$ cat src/sensor_regs_pkg.sv
package sensor_regs_pkg;

  // ==========================================================================
  // Register pointer decode
  localparam logic [3:0] PTR_TEMP      = 4'h0;
  localparam logic [3:0] PTR_CFG       = 4'h1;
  localparam logic [3:0] PTR_NVM_FIRST = 4'h1;
  localparam logic [3:0] PTR_NVM_LAST  = 4'hD;
  localparam logic [3:0] PTR_DIE       = 4'hF;
  localparam int         NVM_WORDS     = 13;

  // ==========================================================================
  // Shadow word indices (pointer minus one)
  localparam int IDX_CFG = 0;
  localparam int IDX_HIGH [2] = '{1, 3};
  localparam int IDX_LOW  [2] = '{2, 4};

  // ==========================================================================
  // Field positions
  localparam int TEMP_NUS_BIT  = 0;
  localparam int TEMP_BUSY_BIT = 1;
  localparam int TEMP_LSB      = 2;
  localparam int TEMP_W        = 14;
  localparam int CFG_RATE_LSB  = 13;
  localparam int CFG_OS_BIT    = 12;
  localparam int CFG_SD_BIT    = 11;
  localparam int CFG_RST_BIT   = 1;
  localparam int FH_BIT   [2] = '{10, 6};
  localparam int FL_BIT   [2] = '{9, 5};
  localparam int MODE_BIT [2] = '{8, 4};
  localparam int POL_BIT  [2] = '{7, 3};
  localparam int LIMIT_LSB     = 2;

  // ==========================================================================
  // Write masks and factory contents
  localparam logic [15:0] CFG_RW_MASK = 16'hE998;
  localparam logic [15:0] LIMIT_MASK  = 16'hFFFC;
  localparam logic [15:0] CFG_RESET   = 16'hA000;
  localparam logic [15:0] HIGH_RESET  = 16'h7FFC;
  localparam logic [15:0] LOW_RESET   = 16'h8000;
  localparam logic [15:0] GP_RESET    = 16'h0000;
  localparam logic [15:0] NVM_FACTORY [NVM_WORDS] = '{CFG_RESET, HIGH_RESET, LOW_RESET,
    HIGH_RESET, LOW_RESET, GP_RESET, GP_RESET, GP_RESET, GP_RESET, GP_RESET, GP_RESET,
    GP_RESET, GP_RESET};

  // ==========================================================================
  // Timing
  localparam int unsigned CLK_MHZ             = 125;
  localparam int unsigned CYCLES_PER_MS       = CLK_MHZ * 1000;
  localparam int unsigned PROG_TIME_MS        = 16;
  localparam int unsigned PROG_CYCLES         = PROG_TIME_MS * CYCLES_PER_MS;
  localparam int unsigned READ_STRETCH_US     = 100;
  localparam int unsigned READ_STRETCH_CYCLES = READ_STRETCH_US * CLK_MHZ;
  localparam int unsigned RATE_MS [8] = '{15, 50, 100, 250, 500, 1000, 4000, 16000};

  typedef enum logic [1:0] {CV_IDLE, CV_CONV, CV_WAIT} conv_state_t;

endpackage

$ cat src/sensor_regs_nvm_shadow.sv
`timescale 1ns/1ps
`default_nettype none

module sensor_regs_nvm_shadow #(
  parameter int unsigned PROG_CYCLES   = sensor_regs_pkg::PROG_CYCLES,
  parameter int unsigned STRETCH_CYCLES = sensor_regs_pkg::READ_STRETCH_CYCLES,
  parameter int unsigned MS_CYCLES     = sensor_regs_pkg::CYCLES_PER_MS,
  // Arbitrary value, not tied to any real part
  parameter logic [15:0] DIE_ID        = 16'h5A3C
) (
  // Clock and reset
  input  wire logic        clk,
  input  wire logic        rst,
  // Register access
  input  wire logic [3:0]  register_pointer_bits,
  input  wire logic        wr_en,
  input  wire logic [15:0] wr_data,
  input  wire logic        rd_en,
  output logic      [15:0] rd_data,
  output logic             rd_valid,
  // Converter
  output logic             conv_start,
  input  wire logic        adc_done,
  input  wire logic [13:0] adc_result,
  // Open-drain alert pins
  output logic             alert_output_one_o,
  output logic             alert_output_one_oe_n,
  output logic             alert_output_two_o,
  output logic             alert_output_two_oe_n
);

  // ==========================================================================
  // Storage
  logic [15:0] nvm_ff [sensor_regs_pkg::NVM_WORDS] = sensor_regs_pkg::NVM_FACTORY;
  logic [15:0] shadow_ff [sensor_regs_pkg::NVM_WORDS];
  logic        nvm_unlock_bit_ff;
  logic        soft_rst_ff;
  logic        busy_ff;
  logic [31:0] prog_cnt_ff;
  logic [3:0]  prog_idx_ff;
  logic [15:0] prog_data_ff;
  logic [13:0] temp_ff;
  logic [1:0]  high_flag_ff;
  logic [1:0]  low_flag_ff;
  logic        reload;
  logic        wr_ok;
  logic        ptr_backed;
  logic [3:0]  ptr_idx;
  logic        cfg_wr;
  logic        cfg_rd;
  logic [15:0] cfg_word;
  logic [15:0] rd_value;
  logic        rd_wait_ff;
  logic [31:0] rd_cnt_ff;
  logic [15:0] rd_hold_ff;

  assign reload     = rst | soft_rst_ff;
  assign wr_ok      = wr_en & ~busy_ff;
  assign ptr_backed = (register_pointer_bits >= sensor_regs_pkg::PTR_NVM_FIRST) &&
                      (register_pointer_bits <= sensor_regs_pkg::PTR_NVM_LAST);
  assign ptr_idx    = register_pointer_bits - 4'h1;
  assign cfg_wr     = wr_ok && (register_pointer_bits == sensor_regs_pkg::PTR_CFG);
  assign cfg_rd     = rd_en && ~rd_wait_ff &&
                      (register_pointer_bits == sensor_regs_pkg::PTR_CFG);

  function automatic logic [15:0] wmask(input logic [3:0] idx);
    if (idx == 4'(sensor_regs_pkg::IDX_CFG))
      wmask = sensor_regs_pkg::CFG_RW_MASK;
    else if (idx <= 4'(sensor_regs_pkg::IDX_LOW[1]))
      wmask = sensor_regs_pkg::LIMIT_MASK;
    else
      wmask = 16'hFFFF;
  endfunction

  // ==========================================================================
  // Lock, software reset, shadow registers
  always_ff @(posedge clk)
  begin
    if (reload)
      nvm_unlock_bit_ff <= 1'b0;
    else if (wr_ok && register_pointer_bits == sensor_regs_pkg::PTR_TEMP)
      nvm_unlock_bit_ff <= wr_data[sensor_regs_pkg::TEMP_NUS_BIT];
  end

  always_ff @(posedge clk)
  begin
    if (reload)
      soft_rst_ff <= 1'b0;
    else
      soft_rst_ff <= cfg_wr && wr_data[sensor_regs_pkg::CFG_RST_BIT];
  end

  always_ff @(posedge clk)
  begin
    if (reload)
    begin
      for (int i = 0; i < sensor_regs_pkg::NVM_WORDS; i++)
        shadow_ff[i] <= nvm_ff[i];
    end
    else if (wr_ok && ptr_backed)
    begin
      // General words ignore locked writes; config and limits keep logic copy
      if (nvm_unlock_bit_ff || ptr_idx <= 4'(sensor_regs_pkg::IDX_LOW[1]))
        shadow_ff[ptr_idx] <= wr_data & wmask(ptr_idx);
    end
  end

  // ==========================================================================
  // Programming engine
  always_ff @(posedge clk)
  begin
    if (rst)
    begin
      busy_ff      <= 1'b0;
      prog_cnt_ff  <= 32'h0000_0000;
      prog_idx_ff  <= 4'h0;
      prog_data_ff <= 16'h0000;
    end
    else if (!busy_ff && wr_ok && ptr_backed && nvm_unlock_bit_ff)
    begin
      // Fixed one-edge start so every chained device begins together
      busy_ff      <= 1'b1;
      prog_cnt_ff  <= PROG_CYCLES - 1;
      prog_idx_ff  <= ptr_idx;
      prog_data_ff <= wr_data & wmask(ptr_idx);
    end
    else if (busy_ff)
    begin
      if (prog_cnt_ff == 32'h0000_0000)
        busy_ff <= 1'b0;
      else
        prog_cnt_ff <= prog_cnt_ff - 32'h0000_0001;
    end
  end

  // No reset: contents must survive every reset
  always_ff @(posedge clk)
  begin
    if (!rst && busy_ff && prog_cnt_ff == 32'h0000_0000)
      nvm_ff[prog_idx_ff] <= prog_data_ff;
  end

  // ==========================================================================
  // Conversion control
  sensor_regs_pkg::conv_state_t cv_state_ff;
  logic        restart_ff;
  logic        oneshot_ff;
  logic [31:0] per_cnt_ff;
  logic [31:0] period;
  logic        sd_bit;
  logic        conv_take;

  assign sd_bit = shadow_ff[sensor_regs_pkg::IDX_CFG][sensor_regs_pkg::CFG_SD_BIT];
  assign period = sensor_regs_pkg::RATE_MS[shadow_ff[sensor_regs_pkg::IDX_CFG][15:13]]
                  * MS_CYCLES;
  assign conv_take = (cv_state_ff == sensor_regs_pkg::CV_CONV) && adc_done &&
                     !cfg_wr && !restart_ff;

  always_ff @(posedge clk)
  begin
    if (reload)
    begin
      cv_state_ff <= sensor_regs_pkg::CV_IDLE;
      restart_ff  <= 1'b1;
      oneshot_ff  <= 1'b0;
      per_cnt_ff  <= 32'h0000_0000;
      conv_start  <= 1'b0;
    end
    else
    begin
      conv_start <= 1'b0;
      if (cfg_wr)
      begin
        // Abort now; next edge acts on the freshly written bits
        cv_state_ff <= sensor_regs_pkg::CV_IDLE;
        restart_ff  <= 1'b1;
        oneshot_ff  <= wr_data[sensor_regs_pkg::CFG_OS_BIT] &&
                       wr_data[sensor_regs_pkg::CFG_SD_BIT];
      end
      else if (restart_ff)
      begin
        restart_ff <= 1'b0;
        if (!sd_bit || oneshot_ff)
        begin
          conv_start  <= 1'b1;
          cv_state_ff <= sensor_regs_pkg::CV_CONV;
          per_cnt_ff  <= 32'h0000_0000;
        end
      end
      else
      begin
        case (cv_state_ff)
          sensor_regs_pkg::CV_CONV:
          begin
            per_cnt_ff <= per_cnt_ff + 32'h0000_0001;
            if (adc_done)
            begin
              oneshot_ff  <= 1'b0;
              cv_state_ff <= sd_bit ? sensor_regs_pkg::CV_IDLE
                                    : sensor_regs_pkg::CV_WAIT;
            end
          end
          sensor_regs_pkg::CV_WAIT:
          begin
            if (per_cnt_ff >= period - 32'h0000_0001)
            begin
              conv_start  <= 1'b1;
              cv_state_ff <= sensor_regs_pkg::CV_CONV;
              per_cnt_ff  <= 32'h0000_0000;
            end
            else
              per_cnt_ff <= per_cnt_ff + 32'h0000_0001;
          end
          sensor_regs_pkg::CV_IDLE:
            per_cnt_ff <= 32'h0000_0000;
          default:
            cv_state_ff <= sensor_regs_pkg::CV_IDLE;
        endcase
      end
    end
  end

  // ==========================================================================
  // Result and comparators
  logic signed [13:0] hi_lim [2];
  logic signed [13:0] lo_lim [2];
  logic        [1:0]  above;
  logic        [1:0]  below;

  always_comb
  begin
    for (int c = 0; c < 2; c++)
    begin
      hi_lim[c] = $signed(shadow_ff[sensor_regs_pkg::IDX_HIGH[c]][15:2]);
      lo_lim[c] = $signed(shadow_ff[sensor_regs_pkg::IDX_LOW[c]][15:2]);
      above[c]  = conv_take && ($signed(adc_result) > hi_lim[c]);
      below[c]  = conv_take && ($signed(adc_result) < lo_lim[c]);
    end
  end

  always_ff @(posedge clk)
  begin
    if (reload)
      temp_ff <= 14'h0000;
    else if (conv_take)
      temp_ff <= adc_result;
  end

  always_ff @(posedge clk)
  begin
    if (reload)
    begin
      high_flag_ff <= 2'b00;
      low_flag_ff  <= 2'b00;
    end
    else
    begin
      for (int c = 0; c < 2; c++)
      begin
        if (shadow_ff[sensor_regs_pkg::IDX_CFG][sensor_regs_pkg::MODE_BIT[c]])
        begin
          low_flag_ff[c] <= 1'b0;
          if (above[c])
            high_flag_ff[c] <= 1'b1;
          else if (below[c])
            high_flag_ff[c] <= 1'b0;
        end
        else
        begin
          // Set beats the read clear in the same cycle
          high_flag_ff[c] <= above[c] | (high_flag_ff[c] & ~cfg_rd);
          low_flag_ff[c]  <= below[c] | (low_flag_ff[c] & ~cfg_rd);
        end
      end
    end
  end

  // ==========================================================================
  // Alert pins
  logic [1:0] drive_low;

  always_comb
  begin
    for (int c = 0; c < 2; c++)
      drive_low[c] = (high_flag_ff[c] | low_flag_ff[c]) ^
                     shadow_ff[sensor_regs_pkg::IDX_CFG][sensor_regs_pkg::POL_BIT[c]];
  end

  always_ff @(posedge clk)
  begin
    if (rst)
    begin
      alert_output_one_o    <= 1'b0;
      alert_output_two_o    <= 1'b0;
      alert_output_one_oe_n <= 1'b1;
      alert_output_two_oe_n <= 1'b1;
    end
    else
    begin
      alert_output_one_o    <= 1'b0;
      alert_output_two_o    <= 1'b0;
      alert_output_one_oe_n <= ~drive_low[0];
      alert_output_two_oe_n <= ~drive_low[1];
    end
  end

  // ==========================================================================
  // Read path
  always_comb
  begin
    cfg_word = shadow_ff[sensor_regs_pkg::IDX_CFG];
    for (int c = 0; c < 2; c++)
    begin
      cfg_word[sensor_regs_pkg::FH_BIT[c]] = high_flag_ff[c];
      cfg_word[sensor_regs_pkg::FL_BIT[c]] = low_flag_ff[c];
    end
    if (register_pointer_bits == sensor_regs_pkg::PTR_TEMP)
      rd_value = {temp_ff, busy_ff, nvm_unlock_bit_ff};
    else if (register_pointer_bits == sensor_regs_pkg::PTR_CFG)
      rd_value = cfg_word;
    else if (ptr_backed)
      rd_value = shadow_ff[ptr_idx];
    else if (register_pointer_bits == sensor_regs_pkg::PTR_DIE)
      rd_value = DIE_ID;
    else
      rd_value = 16'h0000;
  end

  always_ff @(posedge clk)
  begin
    if (rst)
    begin
      rd_wait_ff <= 1'b0;
      rd_cnt_ff  <= 32'h0000_0000;
      rd_hold_ff <= 16'h0000;
      rd_data    <= 16'h0000;
      rd_valid   <= 1'b0;
    end
    else
    begin
      rd_valid <= 1'b0;
      if (rd_wait_ff)
      begin
        if (rd_cnt_ff == 32'h0000_0000)
        begin
          rd_wait_ff <= 1'b0;
          rd_data    <= rd_hold_ff;
          rd_valid   <= 1'b1;
        end
        else
          rd_cnt_ff <= rd_cnt_ff - 32'h0000_0001;
      end
      else if (rd_en && ptr_backed)
      begin
        rd_wait_ff <= 1'b1;
        rd_cnt_ff  <= STRETCH_CYCLES - 1;
        rd_hold_ff <= rd_value;
      end
      else if (rd_en)
      begin
        rd_data  <= rd_value;
        rd_valid <= 1'b1;
      end
    end
  end
endmodule

`default_nettype wire

$ cat config.mk
export PLATFORM = sky130hd
export DESIGN_NAME = sensor_regs_nvm_shadow
export DESIGN_NICKNAME = d
export VERILOG_FILES = /design/src/sensor_regs_pkg.sv /design/src/sensor_regs_nvm_shadow.sv
export SDC_FILE = /design/constraint.sdc
export NUM_CORES = 1
export LEC_CHECK = 0
export BUFFER_PORTS_ARGS = -buffer_cell sky130_fd_sc_hd__buf_2
export CAP_MARGIN = 25
export CORE_MARGIN = 2
export CORE_UTILIZATION = 50
export CTS_CLUSTER_DIAMETER = 50
export DETAILED_ROUTE_END_ITERATION = 16
export PLACE_DENSITY_LB_ADDON = 0.2
export SKIP_LAST_GASP = 1
export SLEW_MARGIN = 20
export SYNTH_ARGS = -nofsm -noshare
export SYNTH_HDL_FRONTEND = slang
export SYNTH_SLANG_ARGS = --single-unit
$ cat constraint.sdc
create_clock -name clk -period 10.4 [get_ports clk]
set_input_delay 0.52 -clock clk [delete_from_list [all_inputs] [get_ports clk]]
set_output_delay 0.52 -clock clk [all_outputs]
set_load 0.01 [all_outputs]
==> summary.md, run 1 <==
| Metric | Value |
|---|---|
| Outcome | completed |
| Nets | 2993 |
| WHS Path Cells | 3 |
| DIE WIDTH | 258 um |
| Fraction of layout cells with a size suffix above 1 | 15.6% |
| Most common cell after layout, fill and taps aside | edfxtp_1 |
| CP Class | reg2reg |
| Total GRT Usage | 26.9% |
| I/O Buffers | 58 |
| Vias per cell | 5.96 |
| Slew Limit Fails | 0 |
| Register Area | 17500 um^2 |
| Total Power | 6.81 mW |
| Share of the synthesized area in the top cell type | 43.3% |
| Sink Count | 642 |
| Drt drc | 0 |
| Clk root buf | clkbuf_16 |
| CP max stage cell | o31a_1 |
| RR Startpoint | shadow_ff[0][13] |
| Most used cell, CP | ha_1 |
| Num CTS Buffers | 76 |
| Top FF cell, synth | edfxtp_1 |
| Worst VDD drop | 0.136 mV |
| Via count | 21.8k |
| Setup crit end kind | flip-flop |
| Min Clock Period, post-route | 9.73 ns |
| WL final | 89500 um |
| Routed wl met2 | ~44000 um |
| Ys async rst share | 0% |
| Placer Congestion | 0.937 |
| Global-route wire length before repair | between 100000 and 150000 um |
| Worst hold endpoint | nvm_unlock_bit_ff |
| Setup WS pre-CTS | 0.673 ns |
| Remaining global-route overflow | 0 |
| Post-Synthesis Cells | 2701 |
| Mapped cell area | 32200 um^2 |
| Post-DR wirelength/cell | 24.4 um |
| CORE AREA | roughly 64000 um^2 |
| Ports | 61 |
| Hold_sp | wr_data[0] |
| Yosys warns | 0 |
| Fin worst setup slack | 0.674 ns |
| Top fanout value on the critical path | 26 |
| #FFs+latches synth | ~640 |
| Endpoints failing setup | 0 |
| Fin Clk Skew | 0.0326 ns |
| Reg2reg path depth | 35 |
| CTS tree | built |
| Setup TNS Final | 0 ns |
| DR top layer | met5 |
| Fill count | approximately 5.3k |
| Most frequent cells in the layout | edfxtp_1, nand2_1, nor2_1 |
| Hold Fails Final Rpt | 0 |
| Max Cap Viol | 0 |
| DP HPWL | 61200 um |
| CP startpoint kind | flip-flop |
| Area occupied by multi-input gates | 13600 um^2 |
| CTS clk-pin slew, worst paths | ~0.06 ns |
| CP max stage delay | 0.59 ns |
| Pin count of the biggest net entering global routing | 70 |
| Metal-1 WL | 35200 um |
| Vias in the first global route | about 21k |
| Main area contributors after synthesis | edfxtp_1, dfxtp_1, ha_1, mux4_2, mux2_2 |
| # rows | 93 |
| FMAX | 103 MHz |
| Sequential share of the synthesized area | between 50 and 60% |
| Area Overhead vs Synth | 11.9% |
| Max-slew headroom | approximately 26% |
| R2r endpoint | per_cnt_ff[15] |
| Post-synth cell types | 84 |
| Die Ht | 258 um |
| Min-Delay Path Class | in2reg |
| Die area | about 66000 um^2 |
| H-tree depth | 3 |
| Initial Utilization | 50.3% |
| # Post-CTS Setup Buffers | 0 |
| Iter 0 DRT Violations | 2227 |
| Leakage power | 13.8 nW |
| Met3 wire len | 6170 um |
| Worst path arrival time | 10.28 ns |
| Post-DRT Antenna Nets | 0 |
| Number of synthesized flops with an enable pin | 464 |
| Clock tree buffer depth | 3 |
| Worst Max-Slew Pin Slew | 1.11 ns |
| Pwr Density | roughly 190 nW/um^2 |
| R2R Setup Slk | 0.67 ns |
| Initial antenna violation count | 11 |
| Req. time, crit path | 10.95 ns |
| Drt pass-1 iters | 6 |
| Syn_area_per_cell | 11.9 um^2 |
| Worst-Skew Late Latency | 0.65 ns |
| RSZ-0062 raised after global routing | no |
| Cell taking the most area after synthesis | edfxtp_1 |
| Crit share post-route | 93.5% |
[worst max path at each step]
stage | startpoint | endpoint | slack (ns)
final | shadow_ff[0][13] | per_cnt_ff[15] | 0.67
after global routing | shadow_ff[0][13] | per_cnt_ff[31] | 0.10
after CTS | shadow_ff[0][13] | per_cnt_ff[6] | 0.65
after detailed placement | shadow_ff[0][13] | per_cnt_ff[6] | 0.67
after global placement | shadow_ff[0][13] | per_cnt_ff[6] | 0.88
after floorplan | shadow_ff[0][14] | per_cnt_ff[13] | 1.70
[synthesized netlist by cell type, drive strengths merged, types with 36 or more instances]
library cell / instances
nor2: 207
clkbuf: 109
ha: 184
edfxtp: 464
nand3: 42
xnor2: 67
mux4: 80
xor2: 42
o21ai: 168
dfxtp: 178
nand2: 252
mux2: 107
and2: 36
a21oi: 141
nor3: 49
inv: 152
[metrics by stage]
| stage | area, um^2 | util, % | instances | hold slack [ns] |
|---|---|---|---|---|
| final | 36000 | 56.3 | 3661 | 0.221 |
| after global routing | 36000 | 56.3 | 3658 | 0.222 |
| after CTS | 36000 | 56.2 | 3653 | 0.194 |
| after detailed placement | 33300 | 52.1 | 3518 | 0.444 |
| after global placement | 33300 | 52.1 | 3518 | 0.444 |
| after floorplan | 32200 | - | 2702 | 0.433 |
[layout make-up]
type	count	area share [%]
Antenna cell	5	0.0347
Clock buffer	98	5.74
Clock inverter	37	1.51
Inverter	152	1.61
Multi-Input combinational cell	1775	37.9
Sequential cell	642	48.6
Tap cell	855	2.97
Timing Repair Buffer	97	1.70
[what timing repair did]
| item | CTS | global route |
|---|---|---|
| hold buffers | 0 | 0 |
| hold endpoints to repair | 0 | 0 |
| setup endpoints to repair | 0 | 6 |
| resized for setup | 0 | 1 |
[metal layers]
metal  GRT usage [%]  vias to the layer above
met1            34.0                    10800
met4            13.0                        4
met2            45.4                      824
met3            4.06                      199
li1                -                     9993
met5               0                        -
[state kept, by name, summed over array words and instances, names as in the netlist, 4 cells and up]
register and count:
rd_hold_ff 16, nvm_ff 208, rd_data 16, shadow_ff 256, temp_ff 14, prog_idx_ff 4, rd_cnt_ff 32, prog_data_ff 16
per_cnt_ff 32, prog_cnt_ff 32
[worst max-delay path, delay by kind of cell, from the launching register on]
kind / cells / cell delay (ns)
AOI/OAI and AO/OA: 11 / 2.56
xor gates and xnor gates: 1 / 0.14
adders and majority gates: 9 / 3.54
buffers and inverters: 5 / 0.62
DFF: 1 / 0.35
and+or+nand+nor: 9 / 2.43
[report_power, final]
part	switching, mW	total [mW]	internal (mW)
Clock	1.10	2.73	1.63
Sequential	0.0360	2.82	2.78
Combinational	0.775	1.26	0.490
[cell families (layout without fill, tap and decap cells)]
| family | Yosys count | count (layout) | share of synthesized area, % |
|---|---|---|---|
| buf+inv | 285 | 384 | 3.49 |
| mux | 195 | 195 | 9.59 |
| other cells | 1 | 7 | 0.0116 |
| xor+xnor | 109 | 109 | 2.97 |
| simple gates | 780 | 780 | 11.7 |
| flops | 642 | 642 | 54.4 |
| fa+ha+maj | 211 | 211 | 8.80 |
| compound gates | 478 | 478 | 9.04 |
No activity file was read; power rests on OpenSTA's default activity.
==> run 2: changes to the inputs <==
--- a/config.mk
+++ b/config.mk
@@ -7,7 +7,7 @@
 export LEC_CHECK = 0
 export BUFFER_PORTS_ARGS = -buffer_cell sky130_fd_sc_hd__buf_2
 export CAP_MARGIN = 25
-export CORE_MARGIN = 2
+export CORE_MARGIN = 1
 export CORE_UTILIZATION = 50
 export CTS_CLUSTER_DIAMETER = 50
 export DETAILED_ROUTE_END_ITERATION = 16
==> summary.md, run 2 (synthesized netlist as in run 1, its figures left out) <==
| Metric | Value |
|---|---|
| Die area | 65400 um^2 (was 66400 um^2) |
| Initial antenna violation count | 11 (unchanged) |
| Vias in the first global route | 21.8k (was 21.3k) |
| Max-slew headroom | 25.5% (was 25.8%) |
| Global-route wire length before repair | 134000 um (was 133000 um) |
| CTS tree | built (unchanged) |
| Fraction of layout cells with a size suffix above 1 | 16.1% (was 15.6%) |
| Largest registers | shadow_ff: 256 flops, nvm_ff: 208 flops (unchanged) |
| Most frequent cells in the layout | edfxtp_1, nand2_1, nor2_1 (unchanged) |
| Worst-Skew Late Latency | 0.63 ns (was 0.65 ns) |
| Total Power | 6.81 mW (about the same) |
| RSZ-0062 raised after global routing | no (unchanged) |
| Placer Congestion | 0.938 (was 0.937) |
| Worst path arrival time | 10.21 ns (was 10.28 ns) |
| Max Cap Viol | 0 (unchanged) |
| DP HPWL | 61800 um (was 61200 um) |
| Leakage power | 13.9 nW (was 13.8 nW) |
| Crit share post-route | 93.0% (was 93.5%) |
| Die Ht | 256 um (was 258 um) |
| CP max stage cell | nor2_1 (was o31a_1) |
| Min Clock Period, post-route | 9.67 ns (was 9.73 ns) |
| Worst VDD drop | 0.146 mV (was 0.136 mV) |
| Total GRT Usage | 27.2% (was 26.9%) |
| Fill count | 5212 (was 5254) |
| FMAX | 103 MHz (about the same) |
| CP startpoint kind | flip-flop (unchanged) |
| CTS clk-pin slew, worst paths | 0.06 ns (about the same) |
| Fin Clk Skew | 0.0314 ns (was 0.0326 ns) |
| Comb pwr share | 18.5% (was 18.6%) |
| Cts repair resizes | 0 (unchanged) |
| Hold Fails Final Rpt | 0 (unchanged) |
| Remaining global-route overflow | 0 (unchanged) |
| Initial Utilization | 50.8% (was 50.3%) |
| Register with the highest flop count | shadow_ff (unchanged) |
| Most common cell after layout, fill and taps aside | edfxtp_1 (unchanged) |
| # Post-CTS Setup Buffers | 0 (unchanged) |
| Pin count of the biggest net entering global routing | 50 (was 70) |
| Nets | 2998 (was 2993) |
| Req. time, crit path | 10.95 ns (about the same) |
| Drt drc | 0 (unchanged) |
| DIE WIDTH | 256 um (was 258 um) |
| Drt pass-1 iters | 6 (unchanged) |
| Top fanout value on the critical path | 26 (unchanged) |
| Internal power | 4.90 mW (about the same) |
| CP max stage delay | 0.69 ns (was 0.59 ns) |
| Clock share of power | 40.1% (about the same) |
| Worst Max-Slew Pin Slew | 1.11 ns (about the same) |
| Min-Delay Path Class | in2reg (unchanged) |
| Num CTS Buffers | 78 (was 76) |
| Via count | 22.0k (was 21.8k) |
| H-tree depth | 3 (unchanged) |
| Sw Ratio | 28.0% (was 28.1%) |
| Setup TNS Final | 0 ns (unchanged) |
| Clock tree buffer depth | 3 (unchanged) |
| Post-DR wirelength/cell | 24.3 um (was 24.4 um) |
| Outcome | completed (unchanged) |
| CORE AREA | 63300 um^2 (was 64000 um^2) |
| Setup crit end kind | flip-flop (unchanged) |
| Slew Limit Fails | 0 (unchanged) |
| Area Overhead vs Synth | 11.9% (unchanged) |
| # rows | 92 (was 93) |
| I/O Buffers | 58 (unchanged) |
| Ports | 61 (unchanged) |
| Vias per cell | 6.00 (was 5.96) |
| Most used cell, CP | ha_1 (unchanged) |
| CP Class | reg2reg (unchanged) |
| Clk root buf | clkbuf_16 (unchanged) |
| Post-DRT Antenna Nets | 0 (unchanged) |
| Sequential share of power | 41.4% (about the same) |
| Switching power | 1.90 mW (was 1.91 mW) |
| Endpoints failing setup | 0 (unchanged) |
| WL final | 89200 um (was 89500 um) |
| Max FFs per register | 256 (unchanged) |
| Pwr Density | 189 nW/um^2 (about the same) |
| Sink Count | 642 (unchanged) |
| Iter 0 DRT Violations | 1866 (was 2227) |
| Post-CTS Hold Fix Bufs | 0 (unchanged) |
run 2: cell types whose count changed in the layout (fill, tap and decap cells not counted), moves of 2 or more:
cell / change
nor2_1: +2
clkinv_4: +2
clkinv_16: -3
inv_6: +5
buf_4: +3
clkinvlp_4: +3
clkbuf_8: -2
nor2_2: -2
clkbuf_1: -2
clkinv_2: +6
run 2: layout make-up:
class	count	area [um^2]	share of cell area, %
repair buffers	100	633	1.76
well taps	846	1060	2.94
diodes	5	12.5	0.0347
multi-input cells	1775	13600	37.8
clock inverters	49	559	1.55
clock buffers	95	2060	5.71
flip-flops and latches	642	17500	48.6
inverters	152	578	1.61
run 2: power groups by stage:
stage | Combinational [mW] | Sequential [mW] | Clock [mW]
final | 1.26 | 2.82 | 2.73
after global routing | 1.40 | 2.82 | 2.87
after CTS | 1.26 | 2.82 | 2.77
after detailed placement | 1.25 | 2.87 | 0
after global placement | 1.23 | 2.87 | 0
after floorplan | 0.905 | 2.86 | 0
run 2: stage by stage:
| stage | instances | setup WS, ns | hold slack, ns | cell area (um^2) | util, % |
|---|---|---|---|---|---|
| global placement | 3512 | 0.957 | 0.443 | 33300 | 52.7 |
| global route | 3663 | 0.174 | 0.244 | 36000 | 56.9 |
| CTS | 3658 | 0.607 | 0.209 | 36000 | 56.8 |
| floorplan | 2702 | 1.70 | 0.433 | 32200 | - |
| detailed placement | 3514 | 0.583 | 0.445 | 33400 | 52.7 |
| finish | 3664 | 0.732 | 0.243 | 36000 | 56.9 |
run 2: layer usage:
layer  GRT usage, %  routed length (um)  up-vias
met5              0                  41        -
met4           14.0                4580        6
met3           5.06                6250      197
met2           45.1               42800      815
met1           34.1               35500    10940
li1               -                   -    10010
run 2: worst max-delay path: cells and delay by family, from the launching register on:
family                     cells  cell delay [ns]
buffers and inverters          4             0.48
AOI/OAI and AO/OA             11             2.55
xor gates and xnor gates       1             0.18
DFF                            1             0.39
adders and majority gates      9             3.63
and+or+nand+nor                9             2.37
run 2: worst paths after layout:
check,startpoint,end,slack (ns),cells past startpoint
setup / recovery,shadow_ff[0][14],per_cnt_ff[6],0.73,34
hold / removal,adc_result[0],temp_ff[0],0.24,3
setup reg to reg,shadow_ff[0][14],per_cnt_ff[6],0.73,34
hold reg to reg,temp_ff[7],temp_ff[7],0.45,2
